--- src/shared/rlc_pkg.sv ---
/*
  Package of the redriver link control register bank: offsets, field
  positions, reset values, mode codes and cycle counts.
  Assumes a 20 MHz register clock.
*/
package rlc_pkg;

  // ==========================================================
  // Register offsets
  localparam logic [7:0] RLC_ADDR_UPSTREAM_EQ = 8'h21;
  localparam logic [7:0] RLC_ADDR_LINK_CTRL   = 8'h22;

  // ==========================================================
  // Reset values
  localparam logic [7:0] RLC_UPSTREAM_EQ_RST = 8'h00;
  localparam logic [7:0] RLC_LINK_CTRL_RST   = 8'h00;

  // ==========================================================
  // Field positions of the equalization and link control registers
  localparam int RLC_EQ_LSB        = 0;
  localparam int RLC_EQ_W          = 4;
  localparam int RLC_FORCE_LSB     = 0;
  localparam int RLC_PERIOD_LSB    = 2;
  localparam int RLC_DETECT_OFF    = 4;
  localparam int RLC_DEBOUNCE_BIT  = 5;
  localparam int RLC_KEEP_EQ_BIT   = 6;
  localparam int RLC_STATUS_BIT    = 7;

  // ==========================================================
  // Mode codes
  typedef enum logic [1:0] {
    RLC_FORCE_FSM        = 2'h0,
    RLC_FORCE_DOWNSTREAM = 2'h1,
    RLC_FORCE_UPSTREAM   = 2'h2,
    RLC_FORCE_NEVER      = 2'h3
  } rlc_force_t;

  typedef enum logic [1:0] {
    RLC_PERIOD_8MS  = 2'h0,
    RLC_PERIOD_12MS = 2'h1
  } rlc_period_t;

  // ==========================================================
  // Timing
  localparam int RLC_CLK_PERIOD_NS = 50;
  localparam int RLC_DEBOUNCE_US   = 200;
  localparam int RLC_PERIOD_A_MS   = 8;
  localparam int RLC_PERIOD_B_MS   = 12;
  localparam int RLC_TMR_W         = 18;
  localparam int RLC_DEBOUNCE_CYC  =
    (RLC_DEBOUNCE_US * 1000 + RLC_CLK_PERIOD_NS - 1) / RLC_CLK_PERIOD_NS;
  localparam int RLC_PERIOD_A_CYC  =
    (RLC_PERIOD_A_MS * 1000000) / RLC_CLK_PERIOD_NS;
  localparam int RLC_PERIOD_B_CYC  =
    (RLC_PERIOD_B_MS * 1000000) / RLC_CLK_PERIOD_NS;

endpackage

--- src/shared/rlc_timer_if.sv ---
/*
  Interface between the control bank and its interval timers.
  Assumes both ends share one clock.
*/
`timescale 1ns/1ps
interface rlc_timer_if;
  import rlc_pkg::*;

  logic                 run;
  logic [RLC_TMR_W-1:0] limit;
  logic                 expired;

  modport ctrl (output run, output limit, input expired);
  modport tmr  (input run, input limit, output expired);
endinterface

--- src/design/rlc_timer.sv ---
/*
  Interval timer: counts while run is high and pulses expired every
  limit cycles; clears at once when run drops.
  Assumes limit is at least 1 and steady while running.
*/
`timescale 1ns/1ps
module rlc_timer
  import rlc_pkg::*;
(
  input  wire logic clk_in,
  input  wire logic rst_n_in,
  rlc_timer_if.tmr  tmr_if
);

  logic [RLC_TMR_W-1:0] count_reg;
  logic [RLC_TMR_W-1:0] count_next;
  logic                 expired_reg;
  logic                 at_end;

  // ==========================================================
  // Counting
  assign at_end     = (count_reg == tmr_if.limit - 18'h00001);
  assign count_next = (!tmr_if.run || at_end) ? '0
                                              : count_reg + 18'h00001;

  always_ff @(posedge clk_in)
  begin
    if (!rst_n_in)
    begin
      count_reg   <= '0;
      expired_reg <= 1'b0;
    end
    else
    begin
      count_reg   <= count_next;
      expired_reg <= tmr_if.run && at_end;
    end
  end

  assign tmr_if.expired = expired_reg;

endmodule // rlc_timer

--- src/design/rlc_link_ctrl.sv ---
/*
  Link control register bank of the redriver: upstream receiver
  equalization (0x21) and link power / compliance control (0x22).
  Assumes a register port on clk_in and analog/FSM status inputs;
  the equalization source bit lives in the general register elsewhere.

*/
`timescale 1ns/1ps
module rlc_link_ctrl
  import rlc_pkg::*;
#(
  parameter logic [RLC_TMR_W-1:0] PERIOD_A_CYC =
    RLC_TMR_W'(RLC_PERIOD_A_CYC),
  parameter logic [RLC_TMR_W-1:0] PERIOD_B_CYC =
    RLC_TMR_W'(RLC_PERIOD_B_CYC)
)
(
  input  wire logic       clk_in,
  input  wire logic       rst_n_in,
  input  wire logic [7:0] reg_addr_in,
  input  wire logic [7:0] reg_wdata_in,
  input  wire logic       reg_write_in,
  input  wire logic       reg_read_in,
  output logic      [7:0] reg_rdata_out,
  input  wire logic       eq_source_software_in,
  input  wire logic [1:0] upstream_eq_straps_in,
  input  wire logic [3:0] first_rx_eq_level_in,
  input  wire logic [3:0] second_rx_eq_level_in,
  input  wire logic       lfps_detect_in,
  input  wire logic       low_power_state_in,
  input  wire logic       fsm_compliance_req_in,
  output logic      [3:0] upstream_eq_applied_out,
  output logic      [3:0] first_eq_applied_out,
  output logic      [3:0] second_eq_applied_out,
  output logic            low_power_exit_out,
  output logic            rx_detect_pulse_out,
  output logic            compliance_downstream_out,
  output logic            compliance_upstream_out
);

  // ==========================================================
  // Declarations
  logic [1:0] strap_meta_reg;
  logic [1:0] strap_sync_reg;
  logic       lfps_meta_reg;
  logic       lfps_sync_reg;
  logic       strap_taken_reg;
  logic [1:0] strap_latched_reg;
  logic [3:0] sw_eq_reg;
  logic [3:0] sw_eq_next;
  logic       keep_eq_reg;
  logic       debounce_reg;
  logic       detect_off_reg;
  logic [1:0] period_reg;
  logic [1:0] force_reg;
  logic       status_reg;
  logic       status_next;
  logic       exit_done_reg;
  logic [7:0] rdata_reg;
  logic [3:0] up_eq_reg;
  logic [3:0] first_eq_reg;
  logic [3:0] second_eq_reg;
  logic       down_reg;
  logic       up_reg;
  logic       down_next;
  logic       up_next;

  wire        hit_eq   = (reg_addr_in == RLC_ADDR_UPSTREAM_EQ);
  wire        hit_ctrl = (reg_addr_in == RLC_ADDR_LINK_CTRL);
  wire        wr_eq    = reg_write_in && hit_eq;
  wire        wr_ctrl  = reg_write_in && hit_ctrl;
  wire [3:0]  strap_eq = {2'h0, strap_latched_reg};
  wire [3:0]  field_eq;
  wire [7:0]  eq_word;
  wire [7:0]  ctrl_word;
  wire [7:0]  rdata_next;
  wire        zero_eq;
  wire        lfps_exit_now;

  rlc_timer_if debounce_if ();
  rlc_timer_if period_if ();

  // ==========================================================
  // Pin synchronisers and strap capture
  // Strap stages run through reset, so the first capture after
  // release already sees the settled pins
  always_ff @(posedge clk_in)
  begin
    strap_meta_reg <= upstream_eq_straps_in;
    strap_sync_reg <= strap_meta_reg;
  end

  // Straps are caught once, after reset release, never while held
  always_ff @(posedge clk_in)
  begin
    if (!rst_n_in)
    begin
      lfps_meta_reg     <= 1'b0;
      lfps_sync_reg     <= 1'b0;
      strap_taken_reg   <= 1'b0;
      strap_latched_reg <= 2'h0;
    end
    else
    begin
      lfps_meta_reg   <= lfps_detect_in;
      lfps_sync_reg   <= lfps_meta_reg;
      strap_taken_reg <= 1'b1;
      if (!strap_taken_reg)
        strap_latched_reg <= strap_sync_reg;
    end
  end

  // ==========================================================
  // Equalization selection
  // Straps must stand steady two cycles before reset release
  assign sw_eq_next = wr_eq ? reg_wdata_in[RLC_EQ_LSB +: RLC_EQ_W]
                            : sw_eq_reg;
  assign field_eq   = eq_source_software_in ? sw_eq_reg
                                            : strap_eq;
  assign zero_eq    = lfps_sync_reg && !keep_eq_reg;

  // ==========================================================
  // Register writes
  always_ff @(posedge clk_in)
  begin
    if (!rst_n_in)
    begin
      sw_eq_reg      <= RLC_UPSTREAM_EQ_RST[RLC_EQ_LSB +: RLC_EQ_W];
      keep_eq_reg    <= RLC_LINK_CTRL_RST[RLC_KEEP_EQ_BIT];
      debounce_reg   <= RLC_LINK_CTRL_RST[RLC_DEBOUNCE_BIT];
      detect_off_reg <= RLC_LINK_CTRL_RST[RLC_DETECT_OFF];
      period_reg     <= RLC_LINK_CTRL_RST[RLC_PERIOD_LSB +: 2];
      force_reg      <= RLC_LINK_CTRL_RST[RLC_FORCE_LSB +: 2];
    end
    else
    begin
      sw_eq_reg <= sw_eq_next;
      if (wr_ctrl)
      begin
        keep_eq_reg    <= reg_wdata_in[RLC_KEEP_EQ_BIT];
        debounce_reg   <= reg_wdata_in[RLC_DEBOUNCE_BIT];
        detect_off_reg <= reg_wdata_in[RLC_DETECT_OFF];
        period_reg     <= reg_wdata_in[RLC_PERIOD_LSB +: 2];
        force_reg      <= reg_wdata_in[RLC_FORCE_LSB +: 2];
      end
    end
  end

  // ==========================================================
  // Compliance forcing
  always_comb
  begin
    down_next = 1'b0;
    up_next   = 1'b0;
    case (rlc_force_t'(force_reg))
      RLC_FORCE_FSM:
      begin
        down_next = fsm_compliance_req_in;
        up_next   = fsm_compliance_req_in;
      end
      RLC_FORCE_DOWNSTREAM: down_next = 1'b1;
      RLC_FORCE_UPSTREAM:   up_next   = 1'b1;
      RLC_FORCE_NEVER:
      begin
        down_next = 1'b0;
        up_next   = 1'b0;
      end
      default:
      begin
        down_next = 1'b0;
        up_next   = 1'b0;
      end
    endcase
  end

  assign status_next = down_next || up_next;

  // ==========================================================
  // Low-power exit and receiver detect timers
  assign debounce_if.run   = lfps_sync_reg && low_power_state_in
                             && debounce_reg && !exit_done_reg;
  assign debounce_if.limit = RLC_TMR_W'(RLC_DEBOUNCE_CYC);
  assign lfps_exit_now     = debounce_reg ? debounce_if.expired
                           : (lfps_sync_reg && low_power_state_in
                              && !exit_done_reg);

  // Reserved period codes fall back to the shorter interval
  assign period_if.run   = !(low_power_state_in && detect_off_reg);
  assign period_if.limit =
    (rlc_period_t'(period_reg) == RLC_PERIOD_12MS) ? PERIOD_B_CYC
                                                   : PERIOD_A_CYC;

  rlc_timer u_debounce (
    .clk_in   (clk_in),
    .rst_n_in (rst_n_in),
    .tmr_if   (debounce_if.tmr)
  );

  rlc_timer u_period (
    .clk_in   (clk_in),
    .rst_n_in (rst_n_in),
    .tmr_if   (period_if.tmr)
  );

  // ==========================================================
  // Read path
  assign eq_word    = {4'h0, field_eq};
  assign ctrl_word  = {status_reg, keep_eq_reg, debounce_reg,
                       detect_off_reg, period_reg, force_reg};
  assign rdata_next = !reg_read_in ? rdata_reg
                    : hit_eq       ? eq_word
                    : hit_ctrl     ? ctrl_word
                    : 8'h00;

  // ==========================================================
  // Output and status flops
  // One exit pulse per LFPS burst, re-armed when LFPS drops
  always_ff @(posedge clk_in)
  begin
    if (!rst_n_in)
    begin
      rdata_reg     <= 8'h00;
      status_reg    <= 1'b0;
      down_reg      <= 1'b0;
      up_reg        <= 1'b0;
      exit_done_reg <= 1'b0;
      up_eq_reg     <= 4'h0;
      first_eq_reg  <= 4'h0;
      second_eq_reg <= 4'h0;
    end
    else
    begin
      rdata_reg     <= rdata_next;
      status_reg    <= status_next;
      down_reg      <= down_next;
      up_reg        <= up_next;
      exit_done_reg <= lfps_sync_reg && (exit_done_reg || lfps_exit_now);
      up_eq_reg     <= zero_eq ? 4'h0 : field_eq;
      first_eq_reg  <= zero_eq ? 4'h0 : first_rx_eq_level_in;
      second_eq_reg <= zero_eq ? 4'h0 : second_rx_eq_level_in;
    end
  end

  assign reg_rdata_out             = rdata_reg;
  assign upstream_eq_applied_out   = up_eq_reg;
  assign first_eq_applied_out      = first_eq_reg;
  assign second_eq_applied_out     = second_eq_reg;
  assign low_power_exit_out        = lfps_exit_now;
  assign rx_detect_pulse_out       = period_if.expired;
  assign compliance_downstream_out = down_reg;
  assign compliance_upstream_out   = up_reg;

endmodule // rlc_link_ctrl

--- config.mk ---
export PLATFORM = sky130hd
export DESIGN_NAME = rlc_link_ctrl
export DESIGN_NICKNAME = d
export VERILOG_FILES = /design/src/shared/rlc_pkg.sv /design/src/shared/rlc_timer_if.sv /design/src/design/rlc_timer.sv /design/src/design/rlc_link_ctrl.sv
export SDC_FILE = /design/constraint.sdc
export NUM_CORES = 1
export LEC_CHECK = 0
export ABC_AREA = 1
export ABC_CLOCK_PERIOD_IN_PS = 1900
export BUFFER_PORTS_ARGS = -buffer_cell sky130_fd_sc_hd__buf_4
export CAP_MARGIN = 20
export CORE_ASPECT_RATIO = 1.25
export CORE_UTILIZATION = 50
export DETAILED_ROUTE_END_ITERATION = 12
export PLACE_DENSITY = 0.82
export SLEW_MARGIN = 20
export SYNTH_ARGS = -nofsm -noshare
export SYNTH_HDL_FRONTEND = slang
export SYNTH_SLANG_ARGS = --single-unit
--- constraint.sdc ---
create_clock -name clk_in -period 1.9 [get_ports clk_in]
set_input_delay 0.57 -clock clk_in [delete_from_list [all_inputs] [get_ports clk_in]]
set_output_delay 0.57 -clock clk_in [all_outputs]
set_load 0.005 [all_outputs]
==> run_results.csv, run 1 <==
group,metric,value,unit
placed_design,port_buffers,56,
clocking,cts_max_path_buffers,2,
critical_path,crit_fanout,3,
sta,slew_headroom,71.5,%
sta,finalHoldViolations,0,
floorplanning,die_y,95.5,um
placed_design,dp.cells,628,
synthesis,synthArstFlopShare,0,%
hold_path,hp-class,"primary input to flop",
detailed_routing,post_drt_wl_per_cell,11.1,um
power_and_ir_drop,peakVddDrop,0.547,mV
floorplanning,pin_count,58,
power_and_ir_drop,p_sw,0.742,mW
cells_and_area,syn_to_final_growth,20.4,%
clocking,cts_root_buffer,"clkbuf_8",
power_and_ir_drop,power_frac_comb,5.8,%
clocking,cts.sinks,82,
run,maxCapViolations,0,
floorplanning,core.rowCount,33,
cells_and_area,n_antenna_cell,0,
cells_and_area,fillers,575,
placed_design,place_ws,0.0170,ns
floorplanning,start_util,52.6,%
cells_and_area,fin_cells,644,
grt,grt_usage,21.3,%
clocking,cts_buffers,9,
sta,tightestPinTransition,0.426,ns
clocking,cts_tree,"done",
sta,maxSlewViolCount,0,
sta,grt_setup_unrepaired,"false",
grt,grt_remaining_overflow,0,
cells_and_area,layout-drive-gt1-share,16.7,%
synthesis,synth.avg_cell_area,7.16,um2
detailed_routing,wl,7.16,mm
detailed_routing,drc,0,
outcome,status,"completed",
detailed_routing,drtIter0Drc,152,
grt,antenna_found_initial,0,
grt,grt_pass1_wl,12.3,mm
synthesis,synthesis.nets,524,
synthesis,ys_seq_area_share,47.0,%
hold_path,holdPathStages,1,
cells_and_area,fin_nets,588,
critical_path,cp-start-kind,"flop",
sta,hold_slack,0.314,ns
power_and_ir_drop,seqPwrFrac,55.1,%
synthesis,syn_inst,488,
placed_design,place_area,0.00401,mm2
synthesis,syn_area,0.00349,mm2
sta,fin_crit_sh,91.7,%
synthesis,synth_edf_count,0,
synthesis,synth.area.top_cells,"dfxtp_1 (47%), nand2_1 (12%), nor2_1 (11%), inv_1 (6.9%), nand3_1 (4.9%)",
detailed_routing,ant_nets,0,
detailed_routing,drtPass1Iterations,4,
floorplanning,die_area,0.00733,mm2
detailed_routing,vias_per_cell,4.83,
sta,fin_ws,0.158,ns
power_and_ir_drop,power_density,763,mW/mm2
grt,grt_pass1_vias,2965,
floorplanning,die_w,76.8,um
critical_path,worst-endpoint-required,1.33,ns
critical_path,timing_worst_setup_path_type,"flop to output port",
sta,setup_viol,0,
clocking,cts.clk_slew.worst_paths,0.08,ns
grt,grt_max_degree,23,
synthesis,yosysWarnings,0,
critical_path,worst_setup_path_end_kind,"output port",
cells_and_area,fin_util,63.3,%
critical_path,reg2reg_depth,8,
synthesis,netlist.area_leader.share,47.0,%
critical_path,worstPathArrival,1.17,ns
placed_design,hpwlAfterDp,5.29,mm
sta,period_minus_slack,1.74,ns
placed_design,gp_congestion,0.838,
power_and_ir_drop,switching_share,23.1,%
synthesis,ys_ff_latch,82,
power_and_ir_drop,internal_power,2.47,mW
power_and_ir_drop,total_leakage_power,1.82,nW
detailed_routing,vias,3109,
sta,finClkSkew,0.00655,ns
clocking,h-tree-depth,3,
cells_and_area,final_area,0.00421,mm2
power_and_ir_drop,clkPwrFrac,39.1,%
sta,finalSetupTns,0,ns
sta,fmax,574,MHz
synthesis,yosys_most_used_dff,"dfxtp_1",
clocking,clkLatencyLatePin,0.35,ns
synthesis,synth.distinct_cells,28,
synthesis,yosysTopAreaCell,"dfxtp_1",
power_and_ir_drop,power,3.21,mW
clocking,ctsHoldBuffers,0,
floorplanning,core_area,0.00665,mm2
==> worst paths after layout <==
kind	start	end	slack (ns)
max	lfps_sync_reg	low_power_exit_out	0.16
min	upstream_eq_straps_in[0]	strap_meta_reg[0]	0.31
max reg2reg	u_debounce.count_reg[0]	u_debounce.count_reg[8]	0.33
min reg2reg	strap_meta_reg[1]	strap_sync_reg[1]	0.33
==> power by group through the flow <==
stage	clock, mW	combinational, mW	sequential, mW
after global routing	1.36	0.204	1.77
after floorplan	0	0.0789	1.81
after detailed placement	0	0.185	1.81
after CTS	1.28	0.187	1.77
after global placement	0	0.180	1.81
final	1.25	0.185	1.77
==> final cells by class <==
| cell class | instances | area [um2] | area share (%) |
|---|---|---|---|
| tap | 87 | 109 | 2.59 |
| clock inverter | 5 | 63.8 | 1.52 |
| sequential | 82 | 1640 | 39.0 |
| multi-input combinational | 332 | 1550 | 36.9 |
| inverter | 65 | 244 | 5.80 |
| clock buffer | 11 | 131 | 3.12 |
| timing repair buffer | 62 | 465 | 11.1 |
==> worst max-delay path, stage by stage (launching register included) <==
cell and delay, ns:
dfxtp_1 0.37, nand3b_1 0.12, o21ai_1 0.19, buf_4 0.14
==> Yosys cell counts, drive strengths merged (5+ instances only) <==
library cell / instances
a21oi: 13
clkbuf: 5
dfxtp: 82
inv: 65
nand2: 115
nand3: 36
nand3b: 6
nand4: 7
nor2: 115
nor3: 5
o21ai: 10
xnor2: 7
xor2: 10
==> cells by family (layout without fill, tap and decap cells) <==
| group | after synthesis | in the layout | synth area share, % |
|---|---|---|---|
| AND/OR/NAND/NOR | 285 | 285 | 35.1 |
| XOR/XNOR | 17 | 17 | 4.26 |
| AO/OA/AOI/OAI | 28 | 28 | 4.37 |
| buffers and inverters | 74 | 143 | 8.59 |
| adder cells (fa/ha/maj) | 2 | 2 | 0.716 |
| flip-flops | 82 | 82 | 47.0 |
==> layout by cell type (no fill, tap or decap) <==
cell type and n:
a21oi_1 13, buf_4 62, bufinv_16 1, clkbuf_1 2, clkbuf_8 9, clkinv_4 2
clkinvlp_4 1, dfxtp_1 82, ha_1 2, inv_1 64, inv_2 1, inv_6 1
nand2_1 113, nand2_2 1, nand2_4 1, nand3_1 34, nand3_2 2, nand3b_1 6
nand4_1 7, nor2_1 106, nor2_2 8, nor2_4 1, nor3_1 2, nor3_2 3
o211ai_1 1, o21a_1 2, o21ai_0 9, o21ai_1 1, o21bai_1 2, or2_0 1
xnor2_1 7, xor2_1 10
==> per-layer routing <==
metal / track usage (%) / routed length (um) / vias up
li1: - / - / 1622
met4: 9.78 / 146 / 0
met1: 22.8 / 3030 / 1401
met5: 0 / 0 / -
met2: 39.1 / 3620 / 69
met3: 5.84 / 350 / 17
==> repair_timing <==
item / in CTS / in global routing
buffers inserted: 0 / 0
endpoints found under the setup margin: 0 / 1
resized for setup: 0 / 1
Note: power is estimated with default switching activity, not from simulation.
==> inputs of run 2 (changes only) <==
--- a/config.mk
+++ b/config.mk
@@ -5,14 +5,13 @@
 export SDC_FILE = /design/constraint.sdc
 export NUM_CORES = 1
 export LEC_CHECK = 0
-export ABC_AREA = 1
 export ABC_CLOCK_PERIOD_IN_PS = 1900
 export BUFFER_PORTS_ARGS = -buffer_cell sky130_fd_sc_hd__buf_4
 export CAP_MARGIN = 20
 export CORE_ASPECT_RATIO = 1.25
 export CORE_UTILIZATION = 50
 export DETAILED_ROUTE_END_ITERATION = 12
-export PLACE_DENSITY = 0.82
+export PLACE_DENSITY = 0.83
 export SLEW_MARGIN = 20
 export SYNTH_ARGS = -nofsm -noshare
 export SYNTH_HDL_FRONTEND = slang
==> run 2 against run 1 <==
Combinational power shrank 13%; core utilization up 0.30 points; sequential share of layout area rose by 2.9 points; register-to-register slack worse by 0.22 ns; area after synthesis shrank 9.2%; via count fell by 20%; global-route usage is 1.3 points lower; flip-flop and latch count unchanged.
==> run_results.csv, run 2 <==
group,metric,value,unit
outcome,status,"completed",
clocking,cts_root_buffer,"clkbuf_8",
detailed_routing,vias,2472,
synthesis,syn_inst,329,
hold_path,holdPathStages,1,
detailed_routing,wl,6.20,mm
critical_path,reg2reg_depth,5,
grt,grt_usage,20.0,%
critical_path,crit_fanout,2,
placed_design,hpwlAfterDp,4.44,mm
floorplanning,die_area,0.00667,mm2
critical_path,worst-endpoint-required,1.33,ns
clocking,cts_max_path_buffers,2,
cells_and_area,final_common_cell,"dfxtp_1",
sta,setup_viol,0,
power_and_ir_drop,power,3.15,mW
detailed_routing,drtPass1Iterations,4,
critical_path,cp-start-kind,"primary input",
synthesis,ys_ff_latch,82,
floorplanning,start_util,51.4,%
synthesis,yosysTopAreaCell,"dfxtp_1",
power_and_ir_drop,power_density,805,mW/mm2
hold_path,hp-class,"primary input to flop",
placed_design,dp.cells,469,
critical_path,worst_setup_path_end_kind,"output port",
power_and_ir_drop,peakVddDrop,0.494,mV
synthesis,post-synth-top-count-cell,"dfxtp_1",
placed_design,gp_congestion,0.913,
synthesis,netlist.area_leader.share,51.8,%
cells_and_area,syn_to_final_growth,23.6,%
clocking,cts_tree,"done",
synthesis,ys_top_cells_by_count,"dfxtp_1 (82), nor2_1 (41), nor2b_1 (24)",
sta,finalSetupTns,0,ns
cells_and_area,layout_common_cells,"dfxtp_1 (82), buf_4 (63), nor2_1 (41)",
synthesis,synth_edf_count,0,
cells_and_area,fillers,519,
detailed_routing,vias_per_cell,5.09,
critical_path,crit_family,"buffers and inverters",
synthesis,synthesis.nets,365,
detailed_routing,post_drt_wl_per_cell,12.8,um
power_and_ir_drop,total_leakage_power,1.58,nW
floorplanning,die_y,91.1,um
critical_path,timing_worst_setup_path_type,"primary input to output port",
floorplanning,die_w,73.2,um
synthesis,synth.avg_cell_area,9.64,um2
critical_path,path_cells,"buf_4 -> nor2b_2 -> nand2_1 -> o21ai_0 -> buf_4 -> buf_4",
grt,grt_pass1_wl,10.1,mm
synthesis,ys_seq_area_share,51.8,%
sta,finalHoldViolations,0,
clocking,cts.sinks,82,
sta,tightestPinTransition,0.496,ns
synthesis,synthArstFlopShare,0,%
synthesis,syn_area,0.00317,mm2
cells_and_area,fin_nets,432,
critical_path,crit_top_cell,"buf_4",
critical_path,worstPathArrival,1.23,ns
run,maxCapViolations,0,
synthesis,synth.area.top_cells,"dfxtp_1 (52%), xor2_1 (5.5%), nor2_1 (4.9%), nor2b_1 (4.7%), mux2i_1 (4.1%)",
cells_and_area,n_antenna_cell,0,
grt,grt_remaining_overflow,0,
synthesis,synth.distinct_cells,44,
grt,antenna_found_initial,0,
sta,period_minus_slack,1.80,ns
critical_path,critPathBufInv,3,
clocking,h-tree-depth,3,
clocking,clkLatencyLatePin,0.35,ns
detailed_routing,drc,0,
grt,grt_pass1_vias,2328,
critical_path,slowest_delay,0.14,ns
clocking,cts.clk_slew.worst_paths,0.07,ns
sta,slew_headroom,66.7,%
sta,fin_crit_sh,94.5,%
floorplanning,core.rowCount,32,
floorplanning,pin_count,58,
detailed_routing,ant_nets,0,
clocking,cts_buffers,9,
floorplanning,core_area,0.00617,mm2
grt,grt_max_degree,19,
critical_path,crit_slowest_cell,"nor2b_2",
sta,grt_setup_unrepaired,"false",
synthesis,yosysWarnings,0,
sta,fmax,557,MHz
detailed_routing,drtIter0Drc,160,
cells_and_area,fin_cells,486,
sta,maxSlewViolCount,0,
critical_path,path_depth,6,
placed_design,port_buffers,56,
sta,finClkSkew,0.00954,ns
cells_and_area,layout-drive-gt1-share,22.7,%
synthesis,yosys_most_used_dff,"dfxtp_1",
-- run 2: cell count changes after synthesis, sizes merged, moves of 16 or more --
cell | before | now
nand3 | 36 | 20
nor2 | 115 | 41
inv | 65 | 9
nor2b | 0 | 24
nand2 | 115 | 18
and2 | 0 | 16
-- run 2: path summary, 6_finish.rpt --
check / from / endpoint / slack (ns)
setup reg to reg: u_period.count_reg[12] / u_period.count_reg[5] / 0.11
hold reg to reg: strap_meta_reg[0] / strap_sync_reg[0] / 0.33
hold / removal: upstream_eq_straps_in[0] / strap_meta_reg[0] / 0.33
setup / recovery: low_power_state_in / low_power_exit_out / 0.10
-- run 2: metrics by stage --
stage	utilization [%]	worst slack [ns]	hold WS [ns]	cell area, um2
2_1_floorplan	-	0.0136	0.310	3170
3_3_place_gp	60.1	-0.206	0.315	3710
3_5_place_dp	60.1	-0.246	0.318	3710
4_1_cts	63.3	0.00958	0.311	3900
5_1_grt	63.6	0.0120	0.307	3920
6_report	63.6	0.105	0.327	3920
-- run 2: layout make-up --
class / count / area [um2] / share of cell area (%)
tap: 85 / 106 / 2.71
inverter: 9 / 33.8 / 0.862
timing repair buffer: 63 / 473 / 12.1
multi-input combinational: 231 / 1470 / 37.6
clock inverter: 7 / 68.8 / 1.75
sequential: 82 / 1640 / 41.9
clock buffer: 9 / 124 / 3.16
-- run 2: worst register-to-register path, stage by stage, from the launching register on --
cell and delay, ns:
dfxtp_1 0.39, nand4b_1 0.22, or4_1 0.49, a21o_2 0.28
o21bai_4 0.22, nor2_1 0.08
-- run 2: layer usage --
metal | vias to the layer above | share of wire, % | track usage (%)
met1 | 1153 | 43 | 22.4
met3 | 12 | 4.0 | 6.10
met4 | 0 | 1.8 | 8.17
met2 | 52 | 51 | 34.3
li1 | 1255 | - | -
met5 | - | 0 | 0
-- run 2: cells by family after synthesis --
group,after synthesis,synth area share (%)
flops,82,51.8
compound gates,26,5.80
mux,15,4.81
simple gates,159,26.7
buf+inv,17,2.45
xor+xnor,28,7.73
fa+ha+maj,2,0.789
-- run 2: repair_timing --
action / in CTS / in global routing
setup buffers: 0 / 0
hold buffers: 0 / 0
hold endpoints to repair: 0 / 0
resized for setup: 0 / 3
setup endpoints to repair: 0 / 29
-- run 2: power by group --
part | switching, mW | internal, mW
combinational | 0.0646 | 0.0969
sequential | 0.0216 | 1.75
clock | 0.616 | 0.604
total | 0.703 | 2.45
